## config.mk

```make
export PLATFORM = sky130hd
export DESIGN_NAME = ctpwm_timer
export DESIGN_NICKNAME = d
export VERILOG_FILES = /design/src/verilog/ctpwm_pkg.sv /design/src/verilog/ctpwm_timer.sv
export VERILOG_INCLUDE_DIRS = /design/src /design/src/verilog
export SDC_FILE = /design/constraint.sdc
export NUM_CORES = 1
export LEC_CHECK = 0
export ABC_AREA = 1
export BUFFER_PORTS_ARGS = -buffer_cell sky130_fd_sc_hd__buf_4
export CAP_MARGIN = 10
export CORE_MARGIN = 3
export CORE_UTILIZATION = 30
export DETAILED_ROUTE_END_ITERATION = 10
export PLACE_DENSITY_LB_ADDON = 0.1
export REMOVE_ABC_BUFFERS = 1
export SYNTH_ARGS = -nofsm -noshare
export SYNTH_HDL_FRONTEND = slang
export SYNTH_SLANG_ARGS = --single-unit
export TNS_END_PERCENT = 10
```

## constraint.sdc

```tcl
create_clock -name clk -period 2.3 [get_ports clk]
set_clock_uncertainty 0.1 [all_clocks]
set_input_delay 0.46 -clock clk [delete_from_list [all_inputs] [get_ports clk]]
set_output_delay 0.46 -clock clk [all_outputs]
set_load 0.02 [all_outputs]
```

## src/verilog/ctpwm_params.svh

```systemverilog
// Constants for the compact timer: register offsets, fields, reset values, clock dividers
`ifndef CTPWM_PARAMS_SVH
`define CTPWM_PARAMS_SVH
`define CTPWM_OFS_CTL_A 3'h0
`define CTPWM_OFS_CTL_B 3'h1
`define CTPWM_OFS_CNT_LO 3'h2
`define CTPWM_OFS_CNT_HI 3'h3
`define CTPWM_OFS_CMP_LO 3'h4
`define CTPWM_OFS_CMP_HI 3'h5
`define CTPWM_OFS_FLAGS 3'h6
`define CTPWM_RST_BYTE 8'h00
`define CTPWM_RST_CNT 10'h000
`define CTPWM_CNT_MAX 10'h3ff
`define CTPWM_HIGH_ZERO 6'h00
`define CTPWM_DIV_SYS4 8'h03
`define CTPWM_DIV_H16 8'h0f
`define CTPWM_DIV_H64 8'h3f
`define CTPWM_DIV_SUB_DEF 8'hff
`define CTPWM_P_SHIFT 7
`endif

```

## src/verilog/ctpwm_pkg.sv

```systemverilog
// Types for the compact timer: control register layouts and mode encodings
package ctpwm_pkg;
	typedef enum logic [1:0] {
		CTPWM_MODE_CMP = 2'h0,
		CTPWM_MODE_UNDEF = 2'h1,
		CTPWM_MODE_PWM = 2'h2,
		CTPWM_MODE_TMR = 2'h3
	} ctpwm_mode_t;
	typedef struct packed {
		logic pause_ctl;
		logic [2:0] clk_sel;
		logic counter_on;
		logic [2:0] period_match_bits;
	} ctpwm_ctl_a_t;
	typedef struct packed {
		ctpwm_mode_t mode_sel;
		logic [1:0] pin_action;
		logic initial_level;
		logic polarity_invert;
		logic period_duty_swap;
		logic clear_select;
	} ctpwm_ctl_b_t;
	typedef struct packed {
		logic [2:0] addr;
		logic [7:0] wdata;
		logic wr;
		logic rd;
	} ctpwm_bus_t;
endpackage

```

## src/verilog/ctpwm_timer.sv

```systemverilog
// Compact 10-bit timer with compare-match and PWM output, byte register port
`timescale 1ns/10ps
`include "ctpwm_params.svh"
//
// Contract
// - Pause holds counter, resumes from held value
// - Clock select picks one of five tick sources
// - On rising edge clears counter, then runs
// - On cleared stops counter, keeps residual value
// - On rising edge restores initial pin level outside PWM mode
// - Period value compared with counter bits 9:7
// - Clear select high clears on A match
// - Clear select low clears on P/overflow
// - Clear select ignored in PWM mode
// - Mode field picks compare, PWM or timer
// - In compare mode, A match drives pin per pin action
// - PWM pin action forces level or waveform
// - Matching fixed level leaves pin unchanged
// - Initial level sets start level or activity
// - Polarity bit inverts pin outside timer mode
// - Swap bit exchanges period and duty roles
// - Counter readable only, split low/high bytes
// - Upper six high-byte bits read zero
// - Every register resets to zero except the inverted pin, which resets high
// - Low write buffers; high write commits both
// - High read latches low into buffer
// - A or P match raises its flag; P only in PWM mode or with clear select low
// - Inverted pin always complements primary pin
module ctpwm_timer #(
	parameter logic [7:0] SUB_DIV = `CTPWM_DIV_SUB_DEF
)(
	input wire logic clk,
	input wire logic rst,
	input wire logic [2:0] addr,
	input wire logic [7:0] wdata,
	input wire logic wr,
	input wire logic rd,
	output logic [7:0] rdata,
	output logic timer_out_pin,
	output logic timer_out_pin_inv,
	output logic match_a_flag,
	output logic match_p_flag
);
	ctpwm_pkg::ctpwm_ctl_a_t ctl_a;
	ctpwm_pkg::ctpwm_ctl_b_t ctl_b;
	ctpwm_pkg::ctpwm_bus_t bus;
	logic [9:0] count;
	logic [9:0] a_compare_value;
	logic [7:0] byte_buf;
	logic [7:0] div_cnt;
	logic on_d;
	logic pin_state;
	logic [9:0] next_count;
	logic next_pin_state;
	logic [7:0] next_rdata;

	assign bus = '{addr: addr, wdata: wdata, wr: wr, rd: rd};

	function automatic logic [7:0] hi_byte(input logic [9:0] v);
		hi_byte = {`CTPWM_HIGH_ZERO, v[9:8]};
	endfunction

	// Register decode
	wire wr_a = bus.wr && bus.addr == `CTPWM_OFS_CTL_A;
	wire wr_b = bus.wr && bus.addr == `CTPWM_OFS_CTL_B;
	wire wr_cmp_lo = bus.wr && bus.addr == `CTPWM_OFS_CMP_LO;
	wire wr_cmp_hi = bus.wr && bus.addr == `CTPWM_OFS_CMP_HI;
	wire wr_flags = bus.wr && bus.addr == `CTPWM_OFS_FLAGS;
	wire rd_cnt_hi = bus.rd && bus.addr == `CTPWM_OFS_CNT_HI;
	wire rd_cmp_hi = bus.rd && bus.addr == `CTPWM_OFS_CMP_HI;

	// Tick source: divider enable pulses, all from the one clock
	wire [7:0] div_top = (ctl_a.clk_sel == 3'h0) ? `CTPWM_DIV_SYS4 :
		(ctl_a.clk_sel == 3'h2) ? `CTPWM_DIV_H16 :
		(ctl_a.clk_sel == 3'h3) ? `CTPWM_DIV_H64 : SUB_DIV;
	wire sel_valid = ctl_a.clk_sel <= 3'h5;
	wire sel_direct = ctl_a.clk_sel == 3'h1;
	wire tick = sel_valid && (sel_direct || div_cnt >= div_top);
	wire on_rise = ctl_a.counter_on && !on_d;
	wire run = ctl_a.counter_on && !ctl_a.pause_ctl && tick;

	// Comparators; the counter value being matched is the one about to be
	// entered, so a match period equals the value in ticks
	wire [9:0] cnt_inc = count + 10'h001;
	wire [2:0] p_hi = cnt_inc[9:`CTPWM_P_SHIFT];
	wire p_zero = ctl_a.period_match_bits == 3'h0;
	wire ovf = count == `CTPWM_CNT_MAX;
	wire p_hit = p_zero ? ovf : (p_hi == ctl_a.period_match_bits &&
		cnt_inc[`CTPWM_P_SHIFT-1:0] == 7'h00);
	wire a_zero = a_compare_value == `CTPWM_RST_CNT;
	wire a_hit = !a_zero && cnt_inc == a_compare_value;
	wire is_pwm = ctl_b.mode_sel == ctpwm_pkg::CTPWM_MODE_PWM;
	wire is_cmp = ctl_b.mode_sel == ctpwm_pkg::CTPWM_MODE_CMP;
	wire per_a = is_pwm ? ctl_b.period_duty_swap : ctl_b.clear_select;
	wire clr_hit = per_a ? (a_hit || (a_zero && ovf)) : p_hit;
	wire ev_a = run && a_hit;
	wire ev_p = run && p_hit && (is_pwm || !ctl_b.clear_select);

	// PWM duty: active while counter is below the duty value
	wire [10:0] duty_val = ctl_b.period_duty_swap ?
		(p_zero ? 11'h400 : {1'b0, ctl_a.period_match_bits, 7'h00}) :
		{1'b0, a_compare_value};
	wire pwm_active = {1'b0, count} < duty_val;
	wire pwm_level = pwm_active ? ctl_b.initial_level : !ctl_b.initial_level;

	always_comb
	begin
		next_count = count;
		if (on_rise)
			next_count = `CTPWM_RST_CNT;
		else if (run)
			next_count = clr_hit ? `CTPWM_RST_CNT : cnt_inc;
	end

	always_comb
	begin
		next_pin_state = pin_state;
		if (on_rise && !is_pwm)
			next_pin_state = ctl_b.initial_level;
		else if (is_cmp && ev_a)
		begin
			// Fixed-level actions equal to the present level change nothing
			case (ctl_b.pin_action)
				2'h1: next_pin_state = 1'b0;
				2'h2: next_pin_state = 1'b1;
				2'h3: next_pin_state = !pin_state;
				default: next_pin_state = pin_state;
			endcase
		end
		else if (is_pwm)
		begin
			case (ctl_b.pin_action)
				2'h0: next_pin_state = !ctl_b.initial_level;
				2'h1: next_pin_state = ctl_b.initial_level;
				2'h2: next_pin_state = pwm_level;
				default: next_pin_state = pin_state;
			endcase
		end
	end

	// Timer mode: pin undefined, chosen to hold low without polarity
	wire pin_final = (ctl_b.mode_sel == ctpwm_pkg::CTPWM_MODE_TMR) ? 1'b0 :
		(next_pin_state ^ ctl_b.polarity_invert);

	always_comb
	begin
		case (bus.addr)
			`CTPWM_OFS_CTL_A: next_rdata = ctl_a;
			`CTPWM_OFS_CTL_B: next_rdata = ctl_b;
			`CTPWM_OFS_CNT_LO: next_rdata = byte_buf;
			`CTPWM_OFS_CNT_HI: next_rdata = hi_byte(count);
			`CTPWM_OFS_CMP_LO: next_rdata = byte_buf;
			`CTPWM_OFS_CMP_HI: next_rdata = hi_byte(a_compare_value);
			`CTPWM_OFS_FLAGS: next_rdata = {6'h00, match_p_flag, match_a_flag};
			default: next_rdata = `CTPWM_RST_BYTE;
		endcase
	end

	always_ff @(posedge clk or posedge rst)
	begin
		if (rst)
		begin
			ctl_a <= `CTPWM_RST_BYTE;
			ctl_b <= `CTPWM_RST_BYTE;
			count <= `CTPWM_RST_CNT;
			a_compare_value <= `CTPWM_RST_CNT;
			byte_buf <= `CTPWM_RST_BYTE;
			div_cnt <= `CTPWM_RST_BYTE;
			on_d <= 1'b0;
			pin_state <= 1'b0;
			rdata <= `CTPWM_RST_BYTE;
			timer_out_pin <= 1'b0;
			timer_out_pin_inv <= 1'b1;
			match_a_flag <= 1'b0;
			match_p_flag <= 1'b0;
		end
		else
		begin
			if (wr_a)
				ctl_a <= bus.wdata;
			if (wr_b)
				ctl_b <= bus.wdata;
			if (wr_cmp_lo)
				byte_buf <= bus.wdata;
			else if (rd_cnt_hi)
				byte_buf <= count[7:0];
			else if (rd_cmp_hi)
				byte_buf <= a_compare_value[7:0];
			if (wr_cmp_hi)
				a_compare_value <= {bus.wdata[1:0], byte_buf};
			// Prescaler restarts with the counter so the first tick is one full period away
			div_cnt <= (tick || !sel_valid || on_rise) ? `CTPWM_RST_BYTE : div_cnt + 8'h01;
			on_d <= ctl_a.counter_on;
			count <= next_count;
			pin_state <= next_pin_state;
			rdata <= bus.rd ? next_rdata : `CTPWM_RST_BYTE;
			timer_out_pin <= pin_final;
			timer_out_pin_inv <= !pin_final;
			// Set wins over a same-cycle write-one clear
			match_a_flag <= ev_a || (match_a_flag && !(wr_flags && bus.wdata[0]));
			match_p_flag <= ev_p || (match_p_flag && !(wr_flags && bus.wdata[1]));
		end
	end

	a_pin_complement: assert property (@(posedge clk) disable iff (rst)
		timer_out_pin_inv == !timer_out_pin)
		else $error("inverted pin not complement");
	a_pause_hold: assert property (@(posedge clk) disable iff (rst)
		ctl_a.pause_ctl && !on_rise |=> count == $past(count))
		else $error("counter moved while paused");
	a_off_hold: assert property (@(posedge clk) disable iff (rst)
		!ctl_a.counter_on |=> count == $past(count))
		else $error("counter moved while off");
	a_on_clear: assert property (@(posedge clk) disable iff (rst)
		on_rise |=> count == `CTPWM_RST_CNT)
		else $error("counter not cleared on enable");
	a_count_step: assert property (@(posedge clk) disable iff (rst)
		run && !on_rise && !clr_hit |=> count == $past(count) + 10'h001)
		else $error("counter did not step");
	a_clear_a: assert property (@(posedge clk) disable iff (rst)
		run && !on_rise && !is_pwm && ctl_b.clear_select && a_hit |=> count == 10'h000)
		else $error("A match did not clear");
	a_clear_p: assert property (@(posedge clk) disable iff (rst)
		run && !on_rise && !is_pwm && !ctl_b.clear_select && p_hit |=> count == 10'h000)
		else $error("P match did not clear");
	a_flag_a: assert property (@(posedge clk) disable iff (rst)
		ev_a |=> match_a_flag)
		else $error("A flag not raised");
	a_high_zero: assert property (@(posedge clk) disable iff (rst)
		$past(rd_cnt_hi) |-> rdata[7:2] == 6'h00)
		else $error("high byte upper bits not zero");
	a_cmp_commit: assert property (@(posedge clk) disable iff (rst)
		wr_cmp_hi |=> a_compare_value == {$past(bus.wdata[1:0]), $past(byte_buf)})
		else $error("compare commit wrong");
	a_toggle_pin: assert property (@(posedge clk) disable iff (rst)
		is_cmp && ev_a && !on_rise && ctl_b.pin_action == 2'h3 |=> pin_state != $past(pin_state))
		else $error("toggle missed");
	a_flag_p: assert property (@(posedge clk) disable iff (rst)
		ev_p
		|=> match_p_flag)
		else $error("P flag not raised");
	a_flag_a_keep: assert property (@(posedge clk) disable iff (rst)
		match_a_flag && !(wr_flags && bus.wdata[0])
		|=> match_a_flag)
		else $error("A flag dropped");
	a_flag_p_keep: assert property (@(posedge clk) disable iff (rst)
		match_p_flag && !(wr_flags && bus.wdata[1])
		|=> match_p_flag)
		else $error("P flag dropped");
	a_flag_a_clear: assert property (@(posedge clk) disable iff (rst)
		wr_flags && bus.wdata[0] && !ev_a
		|=> !match_a_flag)
		else $error("A flag not cleared");
	a_flag_p_clear: assert property (@(posedge clk) disable iff (rst)
		wr_flags && bus.wdata[1] && !ev_p
		|=> !match_p_flag)
		else $error("P flag not cleared");
	a_no_p_flag: assert property (@(posedge clk) disable iff (rst)
		!is_pwm && ctl_b.clear_select && !match_p_flag
		|=> !match_p_flag)
		else $error("P flag raised with A clear");
	a_zero_a_flag: assert property (@(posedge clk) disable iff (rst)
		a_zero && !match_a_flag
		|=> !match_a_flag)
		else $error("A flag raised with zero compare");
	a_ctl_a_write: assert property (@(posedge clk) disable iff (rst)
		wr_a
		|=> ctl_a == $past(bus.wdata))
		else $error("control A write lost");
	a_ctl_b_write: assert property (@(posedge clk) disable iff (rst)
		wr_b
		|=> ctl_b == $past(bus.wdata))
		else $error("control B write lost");
	a_buf_write: assert property (@(posedge clk) disable iff (rst)
		wr_cmp_lo
		|=> byte_buf == $past(bus.wdata))
		else $error("low byte not buffered");
	a_low_only: assert property (@(posedge clk) disable iff (rst)
		wr_cmp_lo
		|=> a_compare_value == $past(a_compare_value))
		else $error("low write reached compare");
	a_cnt_latch: assert property (@(posedge clk) disable iff (rst)
		rd_cnt_hi && !bus.wr
		|=> byte_buf == $past(count[7:0]))
		else $error("count low not latched");
	a_cmp_latch: assert property (@(posedge clk) disable iff (rst)
		rd_cmp_hi && !bus.wr
		|=> byte_buf == $past(a_compare_value[7:0]))
		else $error("compare low not latched");
	a_rdata_idle: assert property (@(posedge clk) disable iff (rst)
		!bus.rd
		|=> rdata == `CTPWM_RST_BYTE)
		else $error("read data not idle");
	a_rd_cnt_low: assert property (@(posedge clk) disable iff (rst)
		bus.rd && bus.addr == `CTPWM_OFS_CNT_LO
		|=> rdata == $past(byte_buf))
		else $error("count low read wrong");
	a_rd_cmp_low: assert property (@(posedge clk) disable iff (rst)
		bus.rd && bus.addr == `CTPWM_OFS_CMP_LO
		|=> rdata == $past(byte_buf))
		else $error("compare low read wrong");
	a_rd_cnt_high: assert property (@(posedge clk) disable iff (rst)
		rd_cnt_hi
		|=> rdata == {`CTPWM_HIGH_ZERO, $past(count[9:8])})
		else $error("count high read wrong");
	a_rd_cmp_high: assert property (@(posedge clk) disable iff (rst)
		rd_cmp_hi
		|=> rdata == {`CTPWM_HIGH_ZERO, $past(a_compare_value[9:8])})
		else $error("compare high read wrong");
	a_rd_ctl_a: assert property (@(posedge clk) disable iff (rst)
		bus.rd && bus.addr == `CTPWM_OFS_CTL_A
		|=> rdata == $past(ctl_a))
		else $error("control A read wrong");
	a_timer_pin: assert property (@(posedge clk) disable iff (rst)
		ctl_b.mode_sel == ctpwm_pkg::CTPWM_MODE_TMR
		|=> !timer_out_pin)
		else $error("pin active in timer mode");
	a_polarity_pin: assert property (@(posedge clk) disable iff (rst)
		ctl_b.mode_sel != ctpwm_pkg::CTPWM_MODE_TMR
		|=> timer_out_pin == ($past(next_pin_state) ^ $past(ctl_b.polarity_invert)))
		else $error("polarity not applied");
	a_on_level: assert property (@(posedge clk) disable iff (rst)
		on_rise && !is_pwm
		|=> pin_state == $past(ctl_b.initial_level))
		else $error("initial level not restored");
	a_pin_low: assert property (@(posedge clk) disable iff (rst)
		is_cmp && ev_a && !on_rise && ctl_b.pin_action == 2'h1
		|=> !pin_state)
		else $error("match did not drive low");
	a_pin_high: assert property (@(posedge clk) disable iff (rst)
		is_cmp && ev_a && !on_rise && ctl_b.pin_action == 2'h2
		|=> pin_state)
		else $error("match did not drive high");
	a_pin_keep: assert property (@(posedge clk) disable iff (rst)
		is_cmp && ev_a && !on_rise && ctl_b.pin_action == 2'h0
		|=> $stable(pin_state))
		else $error("no-change action moved pin");
	a_pwm_inactive: assert property (@(posedge clk) disable iff (rst)
		is_pwm && ctl_b.pin_action == 2'h0
		|=> pin_state == !$past(ctl_b.initial_level))
		else $error("PWM inactive force wrong");
	a_pwm_active: assert property (@(posedge clk) disable iff (rst)
		is_pwm && ctl_b.pin_action == 2'h1
		|=> pin_state == $past(ctl_b.initial_level))
		else $error("PWM active force wrong");
	a_pwm_wave: assert property (@(posedge clk) disable iff (rst)
		is_pwm && ctl_b.pin_action == 2'h2
		|=> pin_state == ($past(pwm_active) ? $past(ctl_b.initial_level) : !$past(ctl_b.initial_level)))
		else $error("PWM waveform level wrong");
	a_pwm_period_p: assert property (@(posedge clk) disable iff (rst)
		is_pwm && run && !on_rise && !ctl_b.period_duty_swap && p_hit
		|=> count == `CTPWM_RST_CNT)
		else $error("PWM period P clear missed");
	a_pwm_period_a: assert property (@(posedge clk) disable iff (rst)
		is_pwm && run && !on_rise && ctl_b.period_duty_swap && a_hit
		|=> count == `CTPWM_RST_CNT)
		else $error("PWM period A clear missed");
	a_reserved_hold: assert property (@(posedge clk) disable iff (rst)
		ctl_a.clk_sel > 3'h5 && !on_rise
		|=> count == $past(count))
		else $error("reserved clock ticked");
	a_div_restart: assert property (@(posedge clk) disable iff (rst)
		on_rise
		|=> div_cnt == `CTPWM_RST_BYTE)
		else $error("prescaler not restarted");
	a_ovf_clear: assert property (@(posedge clk) disable iff (rst)
		run && !on_rise && !per_a && p_zero && ovf
		|=> count == `CTPWM_RST_CNT)
		else $error("overflow did not clear");
	a_p_period: assert property (@(posedge clk) disable iff (rst)
		run && !on_rise && !per_a && !p_zero && count == {ctl_a.period_match_bits - 3'h1, 7'h7f}
		|=> count == `CTPWM_RST_CNT)
		else $error("period match missed");
endmodule

```

==> impl_metrics.env <==
export IMPL_crit_fanout=4
export IMPL_yosys_top_cells_area="dfrtp_1 40%, nand2_1 14%, inv_1 7.1%"
export IMPL_worstSetupEndpointType="flip-flop"
export IMPL_final_layout_size_suffix_gt1_frac=0.183
export IMPL_async_reset_ff_frac=1.00
export IMPL_synthTopCellsByCount="156 x nand2_1, 77 x inv_1, 65 x dfrtp_1"
export IMPL_grt_overflow_total=0
export IMPL_pin_count=27
export IMPL_grt_max_degree=67
export IMPL_grt_usage=0.178
export IMPL_synth_main_ff_cell="dfrtp_1"
export IMPL_violations="negative setup slack"
export IMPL_p_leak_uw=0.00256
export IMPL_tritoncts="built"
export IMPL_synth_top_area_frac=0.401
export IMPL_viasPerCell=4.85
export IMPL_num_rows=41
export IMPL_dp_hpwl_mm=9.74
export IMPL_clkSlewWorstSetupHoldPaths_ns=0.06
export IMPL_wl_mm=12.5
export IMPL_yosysWarnings=0
export IMPL_drt_pre_antenna_iters=5
export IMPL_setup_viol=2
export IMPL_synth_cell_types=33
export IMPL_syn_area_um2=4050
export IMPL_crit_path_start_kind="flip-flop"
export IMPL_synth_seq_area_share=0.408
export IMPL_die_h_um=122
export IMPL_synth_edf_count=0
export IMPL_diodes=0
export IMPL_power_density_nw_per_um2=831
export IMPL_fin_crit_ns=2.42
export IMPL_numCtsBuffers=9
export IMPL_setup_tns_ns=-0.189
export IMPL_synth_seq_cells=66
export IMPL_port_buffers=26
export IMPL_rsz0062_at_grt="yes"
export IMPL_initial_core_util=0.313
export IMPL_nets=661
export IMPL_ff2ff_setup_slack_ns=-0.12
export IMPL_insertion_delay_ns=0.34
export IMPL_cts_root_buf="clkbuf_16"
export IMPL_coreArea_um2=12900
export IMPL_area_growth_pct=25.8
export IMPL_grt_pass1_wl_mm=20.0
export IMPL_slew_headroom=0.629
export IMPL_fmax_ghz=0.414
export IMPL_worst_slew_pin_slew_ns=0.556
export IMPL_clockBufferDepth=2
export IMPL_dieWidth_um=122
export IMPL_htreeDepth=3
export IMPL_avgSynthCellArea_um2=7.23
export IMPL_cts_sinks=66
export IMPL_total_power_uw=4240
export IMPL_grt_pass1_vias=3756
export IMPL_synth_top_area_cell="dfrtp_1"
export IMPL_antenna_found_initial=0
export IMPL_postRouteAntennaNets=0
export IMPL_vias=3901
export IMPL_hold_viol_final=0
export IMPL_min_period_over_period=1.05
export IMPL_routedWlPerCell_um=15.5
export IMPL_drc=0
export IMPL_status="finished, violations left"
export IMPL_worst_endpoint_arrival_ns=2.55
export IMPL_path_class="flip-flop to flip-flop"
export IMPL_cap_violations=0
export IMPL_yosysMostFrequentCell="nand2_1"
export IMPL_setup_ws_ns=-0.117
export IMPL_fillers=1412
export IMPL_finalMaxSlewViolations=0
export IMPL_drt_iter0_drc=285
export IMPL_place_ws_ns=-0.166
export IMPL_gp_congestion=0.869
export IMPL_cp_required_ns=2.43
export IMPL_vdd_drop_max_mv=0.498
export IMPL_synthCells=560
export IMPL_worstHoldPathType="primary input to async pin"
export IMPL_design_die_area_um2=14900
## routing by layer
metal | share of wire | track usage | up-vias
met1 | 0.47 | 0.245 | 1829
li1 | - | - | 1970
met2 | 0.45 | 0.270 | 82
met5 | 0 | 0 | -
met4 | 0.025 | 0.0679 | 0
met3 | 0.052 | 0.0456 | 20
## final timing paths
path / cells past startpoint / startpoint / end
max: 19 / ctl_b[1] / timer_out_pin
min: 3 / rst / a_compare_value[1]
max reg2reg: 19 / ctl_b[1] / timer_out_pin
min reg2reg: 0 / ctl_a[3] / on_d
max in group asynchronous: 3 / rst / timer_out_pin_inv
min in group clk: 3 / wdata[7] / ctl_a[7]
## kinds of logic after synthesis
family,after synthesis,synth area share
XOR/XNOR,6,0.0130
buffers and inverters,88,0.0865
AO/OA/AOI/OAI,94,0.134
adder cells (fa/ha/maj),18,0.0556
flip-flops,66,0.408
AND/OR/NAND/NOR,288,0.303
## metrics by stage
stage / instance area (µm²) / cells / hold slack (ns) / util
floorplan: 3990 / 550 / 0.274 / -
global placement: 4730 / 788 / 0.316 / 0.366
detailed placement: 4730 / 788 / 0.331 / 0.366
CTS: 5040 / 805 / 0.0992 / 0.390
global route: 5090 / 805 / 0.121 / 0.394
finish: 5090 / 805 / 0.0983 / 0.394
## cell usage in the layout (no fill, tap or decap), types with 9 or more instances in the layout
| cell type | count |
|---|---|
| o21ai_0 | 42 |
| nor2_1 | 53 |
| inv_1 | 74 |
| nand2_1 | 148 |
| buf_4 | 64 |
| o22ai_1 | 12 |
| nand3_1 | 37 |
| nand2_2 | 11 |
| clkbuf_16 | 9 |
| nand4_1 | 15 |
| ha_1 | 17 |
| a21oi_1 | 20 |
| dfrtp_1 | 63 |
## repair_timing
action | in CTS | in global routing
pin swaps | 5 | 13
setup buffers | 1 | 0
hold buffers | 0 | 0
gates resized for setup | 5 | 19
setup endpoints to repair | 3 | 20
## worst max-delay path, stage by stage, from the launching register on
cell and delay (ns):
dfrtp_1 0.39, inv_2 0.09, nor2_2 0.04, o21bai_1 0.16, ha_1 0.29, nand2_1 0.06
nor2_2 0.11, nand2_2 0.11, nor2_2 0.13, nand2_2 0.08, nand3_2 0.10, nand2_2 0.05
nand2_2 0.06, nand2_2 0.06, a21oi_2 0.13, nand2_1 0.07, nand3_2 0.09, nand3_2 0.08
nand2_1 0.07, nor2_1 0.04
## flip-flops by register name, indices dropped and copies added (netlist names), 8 cells and up
| signal | count |
|---|---|
| count | 10 |
| ctl_a | 8 |
| rdata | 8 |
| byte_buf | 8 |
| ctl_b | 8 |
| div_cnt | 8 |
| a_compare_value | 10 |
## area by class of cell
class,count,area (µm²),area share
sequential,66,1660,0.325
multi-input combinational,406,2110,0.414
clock inverter,5,37.5,0.00737
clock buffer,11,253,0.0496
tap,172,215,0.0422
timing repair buffer,67,532,0.104
inverter,78,293,0.0575
## power breakdown
group	switching, µW	internal (µW)
Combinational	796	530
Sequential	196	1390
Clock	537	791
Total	1530	2710
No activity file was read; power rests on OpenSTA's default activity.
